$ cat config.mk
export PLATFORM = sky130hd
export DESIGN_NAME = bsel_boot_mode_select
export DESIGN_NICKNAME = d
export VERILOG_FILES = /design/src/hdl/bms_boot_mode_select.v
export VERILOG_INCLUDE_DIRS = /design/src /design/src/hdl
export SDC_FILE = /design/constraint.sdc
export NUM_CORES = 1
export LEC_CHECK = 0
export ABC_AREA = 1
export BUFFER_PORTS_ARGS = -buffer_cell sky130_fd_sc_hd__buf_2
export CAP_MARGIN = 20
export CORE_MARGIN = 2
export CORE_UTILIZATION = 40
export DETAILED_ROUTE_END_ITERATION = 10
export GPL_ROUTABILITY_DRIVEN = 0
export GPL_TIMING_DRIVEN = 0
export PLACE_DENSITY = 0.67
export SLEW_MARGIN = 5
export SYNTH_ARGS = -nofsm -noshare
export SYNTH_HDL_FRONTEND = slang
export SYNTH_SLANG_ARGS = --single-unit
$ cat constraint.sdc
create_clock -name CLK -period 4.3 [get_ports CLK]
set_input_delay 0.645 -clock CLK [delete_from_list [all_inputs] [get_ports CLK]]
set_output_delay 0.645 -clock CLK [all_outputs]
set_load 0.01 [all_outputs]
$ cat src/hdl/bms_defs.vh
`ifndef BSEL_DEFS_VH
`define BSEL_DEFS_VH
// ****************************************
// Boot mode codes
// ****************************************
`define BSEL_MODE_W         3
`define BSEL_MODE_NONE      3'h0
`define BSEL_MODE_HOST      3'h1
`define BSEL_MODE_LINK      3'h2
`define BSEL_MODE_EPROM     3'h3
`define BSEL_MODE_RSVD      3'h4
// ****************************************
// Register map
// ****************************************
`define BSEL_ADDR_W         4
`define BSEL_DATA_W         32
`define BSEL_REG_STATUS     4'h0
`define BSEL_REG_CTRL       4'h4
`define BSEL_REG_VECTOR     4'h8
`define BSEL_REG_CYCLES     4'hC
`define BSEL_CTRL_ENA_BIT   0
`define BSEL_CTRL_OWN_BIT   1
`define BSEL_CTRL_RESET     2'h0
`define BSEL_RESET_VECTOR   32'h00020004
// ****************************************
// Timing and reset values
// ****************************************
`define BSEL_SETTLE_LAST    2'h3
`define BSEL_SETTLE_RESET   2'h0
`define BSEL_SYNC_RESET     3'h0
`endif

$ cat src/hdl/bms_boot_mode_select.v
// Implementation choices: the placing of the registers and strobed register access.
`include "bms_defs.vh"
`default_nettype none
// Overview of operation
// - Strap high with link strap low selects byte-wide EPROM boot; with link strap high it is reserved
// - Strap low: link strap and select decide
// - 0 0 1 selects host processor boot
// - 0 1 1 selects link port boot
// - Select low, link strap low: no boot, external execution; link strap high is reserved
// - EPROM mode drives select as chip select
// - Only bus owner drives select output
// - Select is driven only in EPROM mode and floats in all other modes
// - Reset restarts at hardware reset vector
// - One instruction per input clock period
module bsel_boot_mode_select (
    // Clock and reset
    input  wire                      CLK,
    input  wire                      RESET,
    // Straps and boot memory select pin
    input  wire                      EPROM_BOOT_STRAP,
    input  wire                      LINK_BOOT_STRAP,
    input  wire                      BOOT_MEMORY_SELECT_N_LEVEL,
    output reg                       BOOT_MEMORY_SELECT_N,
    output reg                       BOOT_MEMORY_SELECT_N_OE_N,
    // Boot loader request
    input  wire                      EPROM_ACCESS,
    output reg  [`BSEL_MODE_W-1:0]   BOOT_MODE,
    output reg                       FETCH_ENABLE,
    output reg  [`BSEL_DATA_W-1:0]   FETCH_ADDR,
    // Register port
    input  wire [`BSEL_ADDR_W-1:0]   REG_ADDR,
    input  wire [`BSEL_DATA_W-1:0]   REG_WDATA,
    input  wire                      REG_WR,
    input  wire                      REG_RD,
    output reg  [`BSEL_DATA_W-1:0]   REG_RDATA
);

// ****************************************
// Run states
// ****************************************
localparam [1:0]           ST_RESET = 2'h0;
localparam [1:0]           ST_FETCH = 2'h1;

// ****************************************
// Pin synchronisers
// ****************************************
reg  [2:0]                 sync1_ff;
reg  [2:0]                 sync2_ff;

always @(posedge CLK or posedge RESET) begin
    if (RESET) begin
        sync1_ff <= `BSEL_SYNC_RESET;
        sync2_ff <= `BSEL_SYNC_RESET;
    end else begin
        sync1_ff <= {EPROM_BOOT_STRAP, LINK_BOOT_STRAP, BOOT_MEMORY_SELECT_N_LEVEL};
        sync2_ff <= sync1_ff;
    end
end

wire                       eb_s = sync2_ff[2];
wire                       lb_s = sync2_ff[1];
wire                       bs_s = sync2_ff[0];

// ****************************************
// Mode decode
// ****************************************
reg  [`BSEL_MODE_W-1:0]    dec_mode;

always @* begin
    if (eb_s) begin
        dec_mode = lb_s ? `BSEL_MODE_RSVD : `BSEL_MODE_EPROM;
    end else if (!bs_s) begin
        dec_mode = lb_s ? `BSEL_MODE_RSVD : `BSEL_MODE_NONE;
    end else if (lb_s) begin
        dec_mode = `BSEL_MODE_LINK;
    end else begin
        dec_mode = `BSEL_MODE_HOST;
    end
end

// ****************************************
// Strap capture and run state
// ****************************************
reg  [1:0]                 state_ff;
reg  [1:0]                 nxt_state;
reg  [`BSEL_MODE_W-1:0]    mode_ff;
reg  [`BSEL_MODE_W-1:0]    nxt_mode;
reg  [1:0]                 settle_ff;

always @(posedge CLK or posedge RESET) begin
    if (RESET) begin
        settle_ff <= `BSEL_SETTLE_RESET;
    end else if (settle_ff != `BSEL_SETTLE_LAST) begin
        settle_ff <= settle_ff + 2'h1;
    end
end

always @* begin
    nxt_state = state_ff;
    nxt_mode  = mode_ff;
    case (state_ff)
        ST_RESET: begin
            nxt_mode = dec_mode;
            if (settle_ff == `BSEL_SETTLE_LAST) begin
                nxt_state = ST_FETCH;
            end
        end
        ST_FETCH: begin
            nxt_state = ST_FETCH;
        end
        default: begin
            nxt_state = ST_RESET;
        end
    endcase
end

always @(posedge CLK or posedge RESET) begin
    if (RESET) begin
        state_ff <= ST_RESET;
        mode_ff  <= `BSEL_MODE_NONE;
    end else begin
        state_ff <= nxt_state;
        mode_ff  <= nxt_mode;
    end
end

wire                       running = (state_ff == ST_FETCH);
wire                       eprom_mode = (mode_ff == `BSEL_MODE_EPROM);

// ****************************************
// Control register
// ****************************************
reg  [1:0]                 ctrl_ff;
reg  [`BSEL_DATA_W-1:0]    cycles_ff;

always @(posedge CLK or posedge RESET) begin
    if (RESET) begin
        ctrl_ff <= `BSEL_CTRL_RESET;
    end else if (REG_WR && REG_ADDR == `BSEL_REG_CTRL) begin
        ctrl_ff <= REG_WDATA[1:0];
    end
end

// ****************************************
// Instruction fetch sequencing
// ****************************************
always @(posedge CLK or posedge RESET) begin
    if (RESET) begin
        FETCH_ENABLE <= 1'b0;
        FETCH_ADDR   <= `BSEL_RESET_VECTOR;
        BOOT_MODE    <= `BSEL_MODE_NONE;
        cycles_ff    <= 32'h0;
    end else begin
        BOOT_MODE    <= mode_ff;
        FETCH_ENABLE <= running;
        // First fetch stands at the reset vector
        if (FETCH_ENABLE) begin
            FETCH_ADDR <= FETCH_ADDR + 32'h1;
            cycles_ff  <= cycles_ff + 32'h1;
        end
    end
end

// ****************************************
// Boot memory select pin drive
// ****************************************
wire                       drive = eprom_mode && ctrl_ff[`BSEL_CTRL_OWN_BIT];

always @(posedge CLK or posedge RESET) begin
    if (RESET) begin
        BOOT_MEMORY_SELECT_N      <= 1'b1;
        BOOT_MEMORY_SELECT_N_OE_N <= 1'b1;
    end else begin
        BOOT_MEMORY_SELECT_N_OE_N <= ~(drive && ctrl_ff[`BSEL_CTRL_ENA_BIT]);
        BOOT_MEMORY_SELECT_N      <= ~(drive && EPROM_ACCESS);
    end
end

// ****************************************
// Register read port
// ****************************************
always @(posedge CLK or posedge RESET) begin
    if (RESET) begin
        REG_RDATA <= 32'h0;
    end else if (REG_RD) begin
        case (REG_ADDR)
            `BSEL_REG_STATUS: REG_RDATA <= {28'h0, running, mode_ff};
            `BSEL_REG_CTRL:   REG_RDATA <= {30'h0, ctrl_ff};
            `BSEL_REG_VECTOR: REG_RDATA <= `BSEL_RESET_VECTOR;
            `BSEL_REG_CYCLES: REG_RDATA <= cycles_ff;
            default:         REG_RDATA <= 32'h0;
        endcase
    end else begin
        REG_RDATA <= 32'h0;
    end
end

endmodule // bsel_boot_mode_select
`default_nettype wire

==> results of run 1 <==
[metal layers]
| layer | vias up | global-route usage [%] | part of all wire [%] |
|---|---|---|---|
| li1 | 2063 | - | - |
| met1 | 1968 | 22.7 | 46 |
| met2 | 118 | 28.9 | 47 |
| met3 | 19 | 5.84 | 5.3 |
| met4 | 0 | 7.53 | 2.0 |
| met5 | - | 0 | 0 |
[layout make-up]
cell class                      instances  area [um2]  area share, %
Sequential cell                       116        2910           45.1
Timing Repair Buffer                   83         438           6.79
Clock inverter                         10         105           1.63
Buffer                                  6        31.3          0.485
Inverter                               67         256           3.97
Tap cell                              172         215           3.33
Multi-Input combinational cell        404        2030           31.4
Clock buffer                           22         474           7.35
[power breakdown]
part           total (mW)  leakage [nW]  switching, mW  internal, mW
Clock                1.36         0.285          0.472         0.890
Sequential           1.11          1.53        0.00796          1.11
Combinational      0.0576          1.30         0.0418        0.0158
[worst max-delay path by stage]
stage	from	endpoint	cells past startpoint
detailed placement	REG_ADDR[1]	REG_RDATA[9]	5
floorplan	RESET	BOOT_MODE[0]	1
global placement	RESET	sync2_ff[1]	2
global route	FETCH_ADDR[0]	FETCH_ADDR[28]	8
CTS	FETCH_ADDR[2]	FETCH_ADDR[2]	1
finish	FETCH_ADDR[2]	FETCH_ADDR[2]	1
[per-stage QoR]
stage	TNS (ns)	hold slack (ns)	cell area (um2)	worst slack [ns]	power, mW
global placement	-71.23	0.334	5840	-0.641	1.19
detailed placement	0	0.335	5870	2.37	1.19
CTS	0	0.261	6450	2.51	2.56
floorplan	0	0.331	5220	0.589	1.16
finish	0	0.263	6450	2.53	2.53
global route	0	0.284	6450	2.39	2.63
[state kept, by name, summed over array words and instances, names as in the netlist]
name	cells
BOOT_MEMORY_SELECT_N	1
mode_ff	3
state_ff	1
FETCH_ENABLE	1
ctrl_ff	2
settle_ff	2
REG_RDATA	32
BOOT_MODE	3
FETCH_ADDR	32
sync2_ff	3
sync1_ff	3
cycles_ff	32
BOOT_MEMORY_SELECT_N_OE_N	1
[logic make-up (layout without fill, tap and decap cells)]
| family | Yosys count | count (layout) |
|---|---|---|
| adder cells (fa/ha/maj) | 3 | 3 |
| buffers and inverters | 73 | 188 |
| AO/OA/AOI/OAI | 11 | 11 |
| flip-flops | 116 | 116 |
| XOR/XNOR | 44 | 44 |
| multiplexers | 1 | 1 |
| AND/OR/NAND/NOR | 345 | 345 |
[cell usage in the layout (no fill, tap or decap), types with 2 or more instances in the layout]
master / count
xnor2_1: 16
clkinv_2: 6
dfrtp_1: 112
nand3_2: 4
buf_1: 2
o21ai_0: 7
buf_2: 83
xor2_1: 28
bufinv_16: 2
nand4_1: 10
inv_1: 65
nand2_1: 167
a21oi_1: 2
nand3_1: 36
clkbuf_16: 17
nand3b_1: 3
nor3_1: 32
nor2_2: 6
nand2_2: 2
nand2_4: 2
ha_1: 3
dfstp_2: 4
clkbuf_8: 3
nor2_4: 5
and2_1: 2
nor2_1: 72
clkbuf_1: 4
clkinvlp_4: 2
==> impl_metrics.csv, run 1 <==
group,metric,value,unit
synthesis,yosysTopAreaCellShare,53.7,%
synthesis,ys_types,32,
critical_path,r2r_slack,2.55,ns
global_routing,grt_pass1_wl,20000,um
critical_path,r2r-start,"FETCH_ADDR[0]",
layout,diodes,0,
detailed_routing,drt_first_pass_iters,5,
critical_path,critical_path.max_stage_delay,0.57,ns
critical_path,critical_path_class,"reg2out",
clock_network,numCtsBuffers,17,
placement,place_inst,848,
critical_path,reg2regPathDepth,8,
layout,drive_above_1_share,20.2,%
detailed_routing,drt_iter0_drc,315,
critical_path,cpMaxStageDelayCell,"dfstp_2",
synthesis,synth_edf_count,0,
detailed_routing,vias_per_cell,4.74,
sta,tightestPinTransition,0.572,ns
global_routing,grt_max_degree,71,
global_routing,grt_pass1_vias,4191,
floorplanning,fp.dieH,118,um
synthesis,syn-num-nets,640,
synthesis,ys_top_cells_by_area,"dfrtp_1 (54%), nand2_1 (12%), nor2_1 (5.2%)",
synthesis,synth_area_leader_cell,"dfrtp_1",
synthesis,synth_top_family_by_area,"simple AND/OR/NAND/NOR gates",
clock_network,post_cts_resized,0,
detailed_routing,vias,4168,
floorplanning,dieArea,14000,um2
floorplanning,pin_count,114,
synthesis,ys_seq_area_share,55.7,%
critical_path,worstPathCellList,"buf_2",
sta,finalHoldViolations,0,
power_and_ir_drop,power.density,393,nW/um2
synthesis,synth_most_common_cell,"nand2_1",
synthesis,synthFlopType,"dfrtp_1",
synthesis,ys_seq_elements,116,
job,drv_cap,0,
global_routing,grt_overflow_total,0,
clock_network,htree_levels,4,
clock_network,clock-sinks,116,
layout,stdcell_count,880,
critical_path,crit_arrival,1.12,ns
floorplanning,core,12700,um2
sta,max_freq,566,MHz
critical_path,critical_path_buf_inv_count,1,
status,status,"complete, no violations",
synthesis,synthAdderAreaFrac,0.720,%
detailed_routing,drc,0,
clock_network,worstSkewPairLatency,0.41,ns
critical_path,required,3.65,ns
clock_network,cts_hold_buf,0,
sta,skew,0.00873,ns
critical_path,cp_max_fo,4,
sta,slew_viol_final,0,
power_and_ir_drop,vdd_drop_max,0.000238,V
synthesis,muxShareOfSynthArea,0.216,%
min_path,hp-class,"in2async",
global_routing,grt.total_usage,18.1,%
synthesis,synth_common_cells,"nand2_1 (167), dfrtp_1 (112), nor2_1 (72)",
sta,finalSetupViolations,0,
clock_network,cts-root-buf,"clkbuf_16",
clock_network,cts_tree,"built",
detailed_routing,ant_nets,0,
detailed_routing,wl,11600,um
synthesis,postSynthAreaPerCell,8.80,um2
sta,finalCritPeriodShare,41.1,%
detailed_routing,routedWlPerCell,13.2,um
synthesis,syn_area,5220,um2
clock_network,clock_path_buffers,2,
layout,fill_cells,1186,
power_and_ir_drop,p_leak,3.12,nW
synthesis,synth_compound_area_share,1.13,%
floorplanning,rows,41,
clock_network,clk_pin_slew,0.05,ns
critical_path,crit_path_end_kind,"output pin",
placement,place_hpwl,8420,um
synthesis,syn_inst,593,
layout,final_nets,742,
placement,io_buffer_count,82,
floorplanning,initial_utilization,41.2,%
synthesis,synth-xor-area-share,7.39,%
sta,rsz0062_at_grt,"no",
critical_path,cp_top_family,"flip-flops",
synthesis,yosys_warnings,0,
sta,period_needed,1.77,ns
sta,max_slew_margin,61.9,%
layout,syn_to_final_growth,23.7,%
clock_network,cts_setup_buffers,0,
synthesis,yosys.area_share.simple,29.4,%
critical_path,timing.rr.end,"FETCH_ADDR[28]",
global_routing,antenna_found_initial,0,
floorplanning,fp.dieW,118,um
synthesis,async_flop_share,100,%
layout,final_util,50.9,%
critical_path,start_kind,"flop",
Note: power is estimated with default switching activity, not from simulation.
==> inputs of run 2 (changes only) <==
==> constraint.sdc (replaced) <==
create_clock -name CLK -period 1.7 [get_ports CLK]
set_input_delay 0.255 -clock CLK [delete_from_list [all_inputs] [get_ports CLK]]
set_output_delay 0.255 -clock CLK [all_outputs]
set_load 0.01 [all_outputs]
==> run 2 against run 1 <==
The run now ends with negative hold slack left. Combinational power rose to 2.8 times the previous value. Clock-buffer cell count fell by 3. Global-route usage grew 0.30 points. Via count is 1.4% higher. Design area grew 4.1%. First-iteration DRC count is 15% higher. Non-clock buffer count rose by 10. Die area is the same. Hold slack got worse by 0.28 ns.
==> impl_metrics.csv, run 2 (synthesis gave the netlist of run 1 again) <==
group,metric,value,unit
clock_network,clk_pin_slew,0.06,ns
detailed_routing,drt_first_pass_iters,4,
clock_network,cts-root-buf,"clkbuf_16",
clock_network,htree_levels,4,
detailed_routing,ant_nets,0,
sta,max_slew_margin,46.6,%
detailed_routing,vias_per_cell,4.75,
critical_path,reg2regPathDepth,7,
detailed_routing,routedWlPerCell,13.3,um
critical_path,r2r-start,"FETCH_ADDR[2]",
critical_path,cp_max_fo,4,
global_routing,grt_pass1_wl,20500,um
sta,slew_viol_final,0,
detailed_routing,drc,0,
sta,rsz0062_at_grt,"no",
detailed_routing,drt_iter0_drc,362,
layout,layout_common_cells,"nand2_1 (167), dfrtp_1 (109), buf_2 (83)",
floorplanning,fp.dieW,118,um
power_and_ir_drop,p_leak,3.20,nW
placement,place_area,5910,um2
power_and_ir_drop,switching_share,19.3,%
sta,period_needed,1.55,ns
global_routing,grt.total_usage,18.4,%
floorplanning,initial_utilization,41.2,%
power_and_ir_drop,clockPowerShare,58.7,%
power_and_ir_drop,intPower,5.82,mW
job,drv_cap,0,
power_and_ir_drop,net-switching-power,1.39,mW
placement,place_hpwl,8620,um
min_path,hp-class,"in2async",
critical_path,crit_path_end_kind,"flop",
layout,syn_to_final_growth,28.8,%
status,status,"finished with violations",
critical_path,timing.rr.end,"FETCH_ADDR[29]",
layout,drive_above_1_share,22.3,%
placement,io_buffer_count,82,
sta,skew,0.0107,ns
layout,diodes,0,
global_routing,grt_overflow_total,0,
floorplanning,fp.dieH,118,um
layout,layout_commonest_cell,"nand2_1",
floorplanning,pin_count,114,
critical_path,crit_arrival,1.85,ns
global_routing,grt_max_degree,38,
sta,finalSetupViolations,0,
clock_network,cts_tree,"built",
critical_path,critical_path_class,"reg2reg",
layout,top_regs,"FETCH_ADDR x32, REG_RDATA x32, cycles_ff x32",
power_and_ir_drop,p_seq_share,39.1,%
layout,final_nets,752,
sta,tightestPinTransition,0.800,ns
layout,fin_area,6720,um2
clock_network,worstSkewPairLatency,0.42,ns
power_and_ir_drop,power.density,1070,nW/um2
detailed_routing,wl,11800,um
sta,max_freq,644,MHz
power_and_ir_drop,vdd_drop_max,0.000719,V
floorplanning,core,12700,um2
sta,finalHoldViolations,29,
sta,finalCritPeriodShare,91.3,%
clock_network,clock_path_buffers,2,
critical_path,required,2.00,ns
floorplanning,dieArea,14000,um2
power_and_ir_drop,power_frac_comb,2.3,%
clock_network,numCtsBuffers,17,
sta,whs,-0.0202,ns
sta,layout_setup_ws,0.148,ns
floorplanning,rows,41,
clock_network,clock-sinks,116,
global_routing,antenna_found_initial,0,
critical_path,start_kind,"flop",
global_routing,grt_pass1_vias,4249,
critical_path,r2r_slack,0.15,ns
status,failed_checks,"negative hold slack",
placement,preCtsSetupSlack,-0.0424,ns
detailed_routing,vias,4228,
[run 2: cell count changes in the layout (fill, tap and decap cells not counted), moves of 3 or more]
cell           before  now
clkinv_2            6    1
bufinv_16           2    7
nor2_1             72   68
clkinvlp_4          2    6
dlygate4sd3_1       0    4
dfrtp_2             0    3
buf_4               0    4
dfrtp_1           112  109
[run 2: cell type report]
type | count | area [um2]
clock buffer | 19 | 453
clock inverter | 13 | 253
buffer | 6 | 31.3
inverter | 67 | 255
timing repair buffer | 93 | 548
sequential | 116 | 2910
fill | 1159 | 5950
tap | 172 | 215
multi-input combinational | 404 | 2050
[run 2: worst max-delay path, stage by stage (launching register included)]
cell and delay [ns]:
dfstp_2 0.57, nand2_1 0.12, nor2_2 0.17, nand3_2 0.17
nor2_2 0.23, nand2_1 0.07, nand2_1 0.06, nand2_1 0.05
[run 2: power by group through the flow]
stage	sequential [mW]	clock [mW]	combinational, mW
final	2.82	4.23	0.163
after global routing	2.82	4.43	0.188
after floorplan	2.86	0	0.0819
after CTS	2.82	4.29	0.170
after global placement	2.86	0	0.137
after detailed placement	2.86	0	0.164
[run 2: routing by layer]
layer / track usage [%] / part of all wire (%) / wire length (um)
met5: 0 / 0 / 0
met4: 7.08 / 1.4 / 170
met3: 5.55 / 5.5 / 652
met2: 29.4 / 49 / 5790
met1: 23.5 / 44 / 5190
[run 2: stage by stage]
stage	hold slack, ns	util [%]	power (mW)	setup TNS [ns]	instances
2_1_floorplan	0.286	-	2.95	0	593
3_3_place_gp	0.334	46.1	3.00	-72.91	847
3_5_place_dp	0.335	46.7	3.03	-0.0424	850
4_1_cts	0.00218	52.6	7.28	0	886
5_1_grt	0.0402	53.0	7.43	0	890
6_report	-0.0202	53.0	7.21	0	890
[run 2: how the worst max path moves through the flow]
stage	startpoint	end	slack, ns	cells past startpoint
after floorplan	RESET	BOOT_MODE[0]	0.03	1
after global placement	RESET	REG_RDATA[26]	-0.65	2
after detailed placement	FETCH_ADDR[0]	FETCH_ADDR[28]	-0.04	8
after CTS	FETCH_ADDR[0]	FETCH_ADDR[28]	0.02	8
after global routing	FETCH_ADDR[0]	FETCH_ADDR[28]	0.01	8
final	FETCH_ADDR[2]	FETCH_ADDR[29]	0.15	7
[run 2: timing repair]
action / in CTS / in global routing
hold endpoints to repair: 4 / 0
pin swaps: 1 / 1
endpoints found under the setup margin: 1 / 8
gates resized for setup: 1 / 10
buffers inserted: 0 / 4
hold buffers: 4 / 0
==> inputs of run 3 (changes only) <==
==> constraint.sdc (replaced) <==
create_clock -name CLK -period 1.9 [get_ports CLK]
set_input_delay 0.285 -clock CLK [delete_from_list [all_inputs] [get_ports CLK]]
set_output_delay 0.285 -clock CLK [all_outputs]
set_load 0.01 [all_outputs]
==> run 3 against run 2 <==
Sequential power shrank 11%. Largest cell class unchanged. The flow now finishes without violations. Sequential cell count is the same. Sequential share of layout area increased by 0.33 points. Clock skew down 0.0047 ns. Combinational power is 9.8% lower. Global-route usage hardly changed. Critical endpoint is now FETCH_ADDR[28].
==> impl_metrics.csv, run 3 (synthesis gave the netlist of run 1 again) <==
group,metric,value,unit
global_routing,antenna_found_initial,0,
detailed_routing,vias_per_cell,4.79,
layout,syn_to_final_growth,27.7,%
detailed_routing,wl,11900,um
critical_path,critical_path_buf_inv_count,1,
clock_network,numCtsBuffers,17,
clock_network,htree_levels,4,
critical_path,start_kind,"flop",
layout,register_area,2910,um2
sta,finalSetupViolations,0,
sta,skew,0.00607,ns
placement,place_area,5910,um2
layout,fin_area,6660,um2
power_and_ir_drop,p_leak,3.19,nW
detailed_routing,ant_nets,0,
layout,diodes,0,
layout,multi_input_area,2030,um2
critical_path,critical_path.max_stage_delay,0.43,ns
clock_network,clk_pin_slew,0.06,ns
layout,final_util,52.6,%
critical_path,cpMaxStageDelayCell,"dfrtp_2",
clock_network,cts-root-buf,"clkbuf_16",
power_and_ir_drop,power.density,969,nW/um2
critical_path,critical_path_class,"reg2reg",
sta,slew_viol_final,0,
sta,finalCritPeriodShare,89.0,%
floorplanning,pin_count,114,
detailed_routing,drt_iter0_drc,407,
min_path,hp-class,"in2async",
critical_path,crit_arrival,1.99,ns
sta,tightestPinTransition,0.816,ns
global_routing,grt_max_degree,38,
floorplanning,initial_utilization,41.2,%
placement,place_hpwl,8620,um
layout,drive_above_1_share,20.7,%
critical_path,required,2.20,ns
sta,max_freq,591,MHz
sta,period_needed,1.69,ns
power_and_ir_drop,finalPower,6.45,mW
job,drv_cap,0,
detailed_routing,vias,4247,
critical_path,worstPathCellList,"ha_1 -> nand2_2 -> nor2_2 -> inv_1 -> nor2_4 -> nand2_2 -> o21ai_0 -> nand2_1",
clock_network,cts_tree,"built",
critical_path,cp_common_cell,"nand2_2",
sta,rsz0062_at_grt,"no",
layout,layout_commonest_cell,"nand2_1",
floorplanning,fp.dieW,118,um
sta,finalHoldViolations,0,
critical_path,crit_path_end_kind,"flop",
critical_path,cp_max_fo,5,
floorplanning,rows,41,
global_routing,grt_pass1_wl,20400,um
detailed_routing,drt_first_pass_iters,5,
floorplanning,core,12700,um2
detailed_routing,drc,0,
global_routing,grt_pass1_vias,4243,
global_routing,grt.total_usage,18.4,%
clock_network,cts_setup_buffers,0,
clock_network,clock-sinks,116,
critical_path,cp_top_family,"simple AND/OR/NAND/NOR gates",
layout,layout_common_cells,"nand2_1 (167), dfrtp_1 (111), buf_2 (83)",
clock_network,worstSkewPairLatency,0.41,ns
floorplanning,fp.dieH,118,um
power_and_ir_drop,vdd_drop_max,0.000644,V
layout,top_regs,"FETCH_ADDR x32, REG_RDATA x32, cycles_ff x32",
layout,fill_cells,1168,
floorplanning,dieArea,14000,um2
detailed_routing,routedWlPerCell,13.4,um
sta,max_slew_margin,45.5,%
layout,final_nets,748,
clock_network,clock_path_buffers,2,
placement,io_buffer_count,82,
global_routing,grt_overflow_total,0,
status,status,"complete, no violations",
run 3: layout make-up:
| type | instances | area share, % |
|---|---|---|
| inverter | 67 | 3.83 |
| clock inverter | 13 | 3.79 |
| clock buffer | 19 | 6.80 |
| timing repair buffer | 89 | 7.78 |
| multi-input combinational | 404 | 30.4 |
| buffer | 6 | 0.470 |
| sequential | 116 | 43.7 |
| tap | 172 | 3.23 |
run 3: final timing paths:
check,slack (ns),startpoint,depth (start not counted),end
min in group CLK,0.11,REG_WDATA[0],3,ctrl_ff[0]
max in group asynchronous,0.86,RESET,5,cycles_ff[21]
setup reg to reg,0.21,FETCH_ADDR[0],8,FETCH_ADDR[28]
hold reg to reg,0.34,sync1_ff[0],0,sync2_ff[0]
hold / removal,0.02,RESET,2,FETCH_ADDR[6]
setup / recovery,0.21,FETCH_ADDR[0],8,FETCH_ADDR[28]
run 3: power breakdown:
group	total [mW]	internal, mW	switching, mW
clock network	3.79	2.66	1.13
registers	2.52	2.50	0.0174
logic	0.147	0.0491	0.0976
run 3: routing by layer:
metal | global-route usage (%) | wire [um]
met4 | 7.00 | 246
met2 | 29.5 | 5700
met1 | 23.4 | 5200
met5 | 0 | 0
met3 | 5.55 | 727
run 3: timing repair:
action,CTS,global route
setup endpoints to repair,0,1
resized for setup,0,1
hold buffers,4,0
endpoints found under the hold margin,4,0
run 3: per-stage QoR:
step,setup slack [ns],instances,setup TNS (ns),hold WS (ns)
after floorplan,0.205,593,0,0.316
after global placement,-0.484,847,-53.20,0.334
after detailed placement,0.158,850,0,0.335
after CTS,0.129,886,0,0.0322
after global routing,0.0661,886,0,0.0725
final,0.209,886,0,0.0171
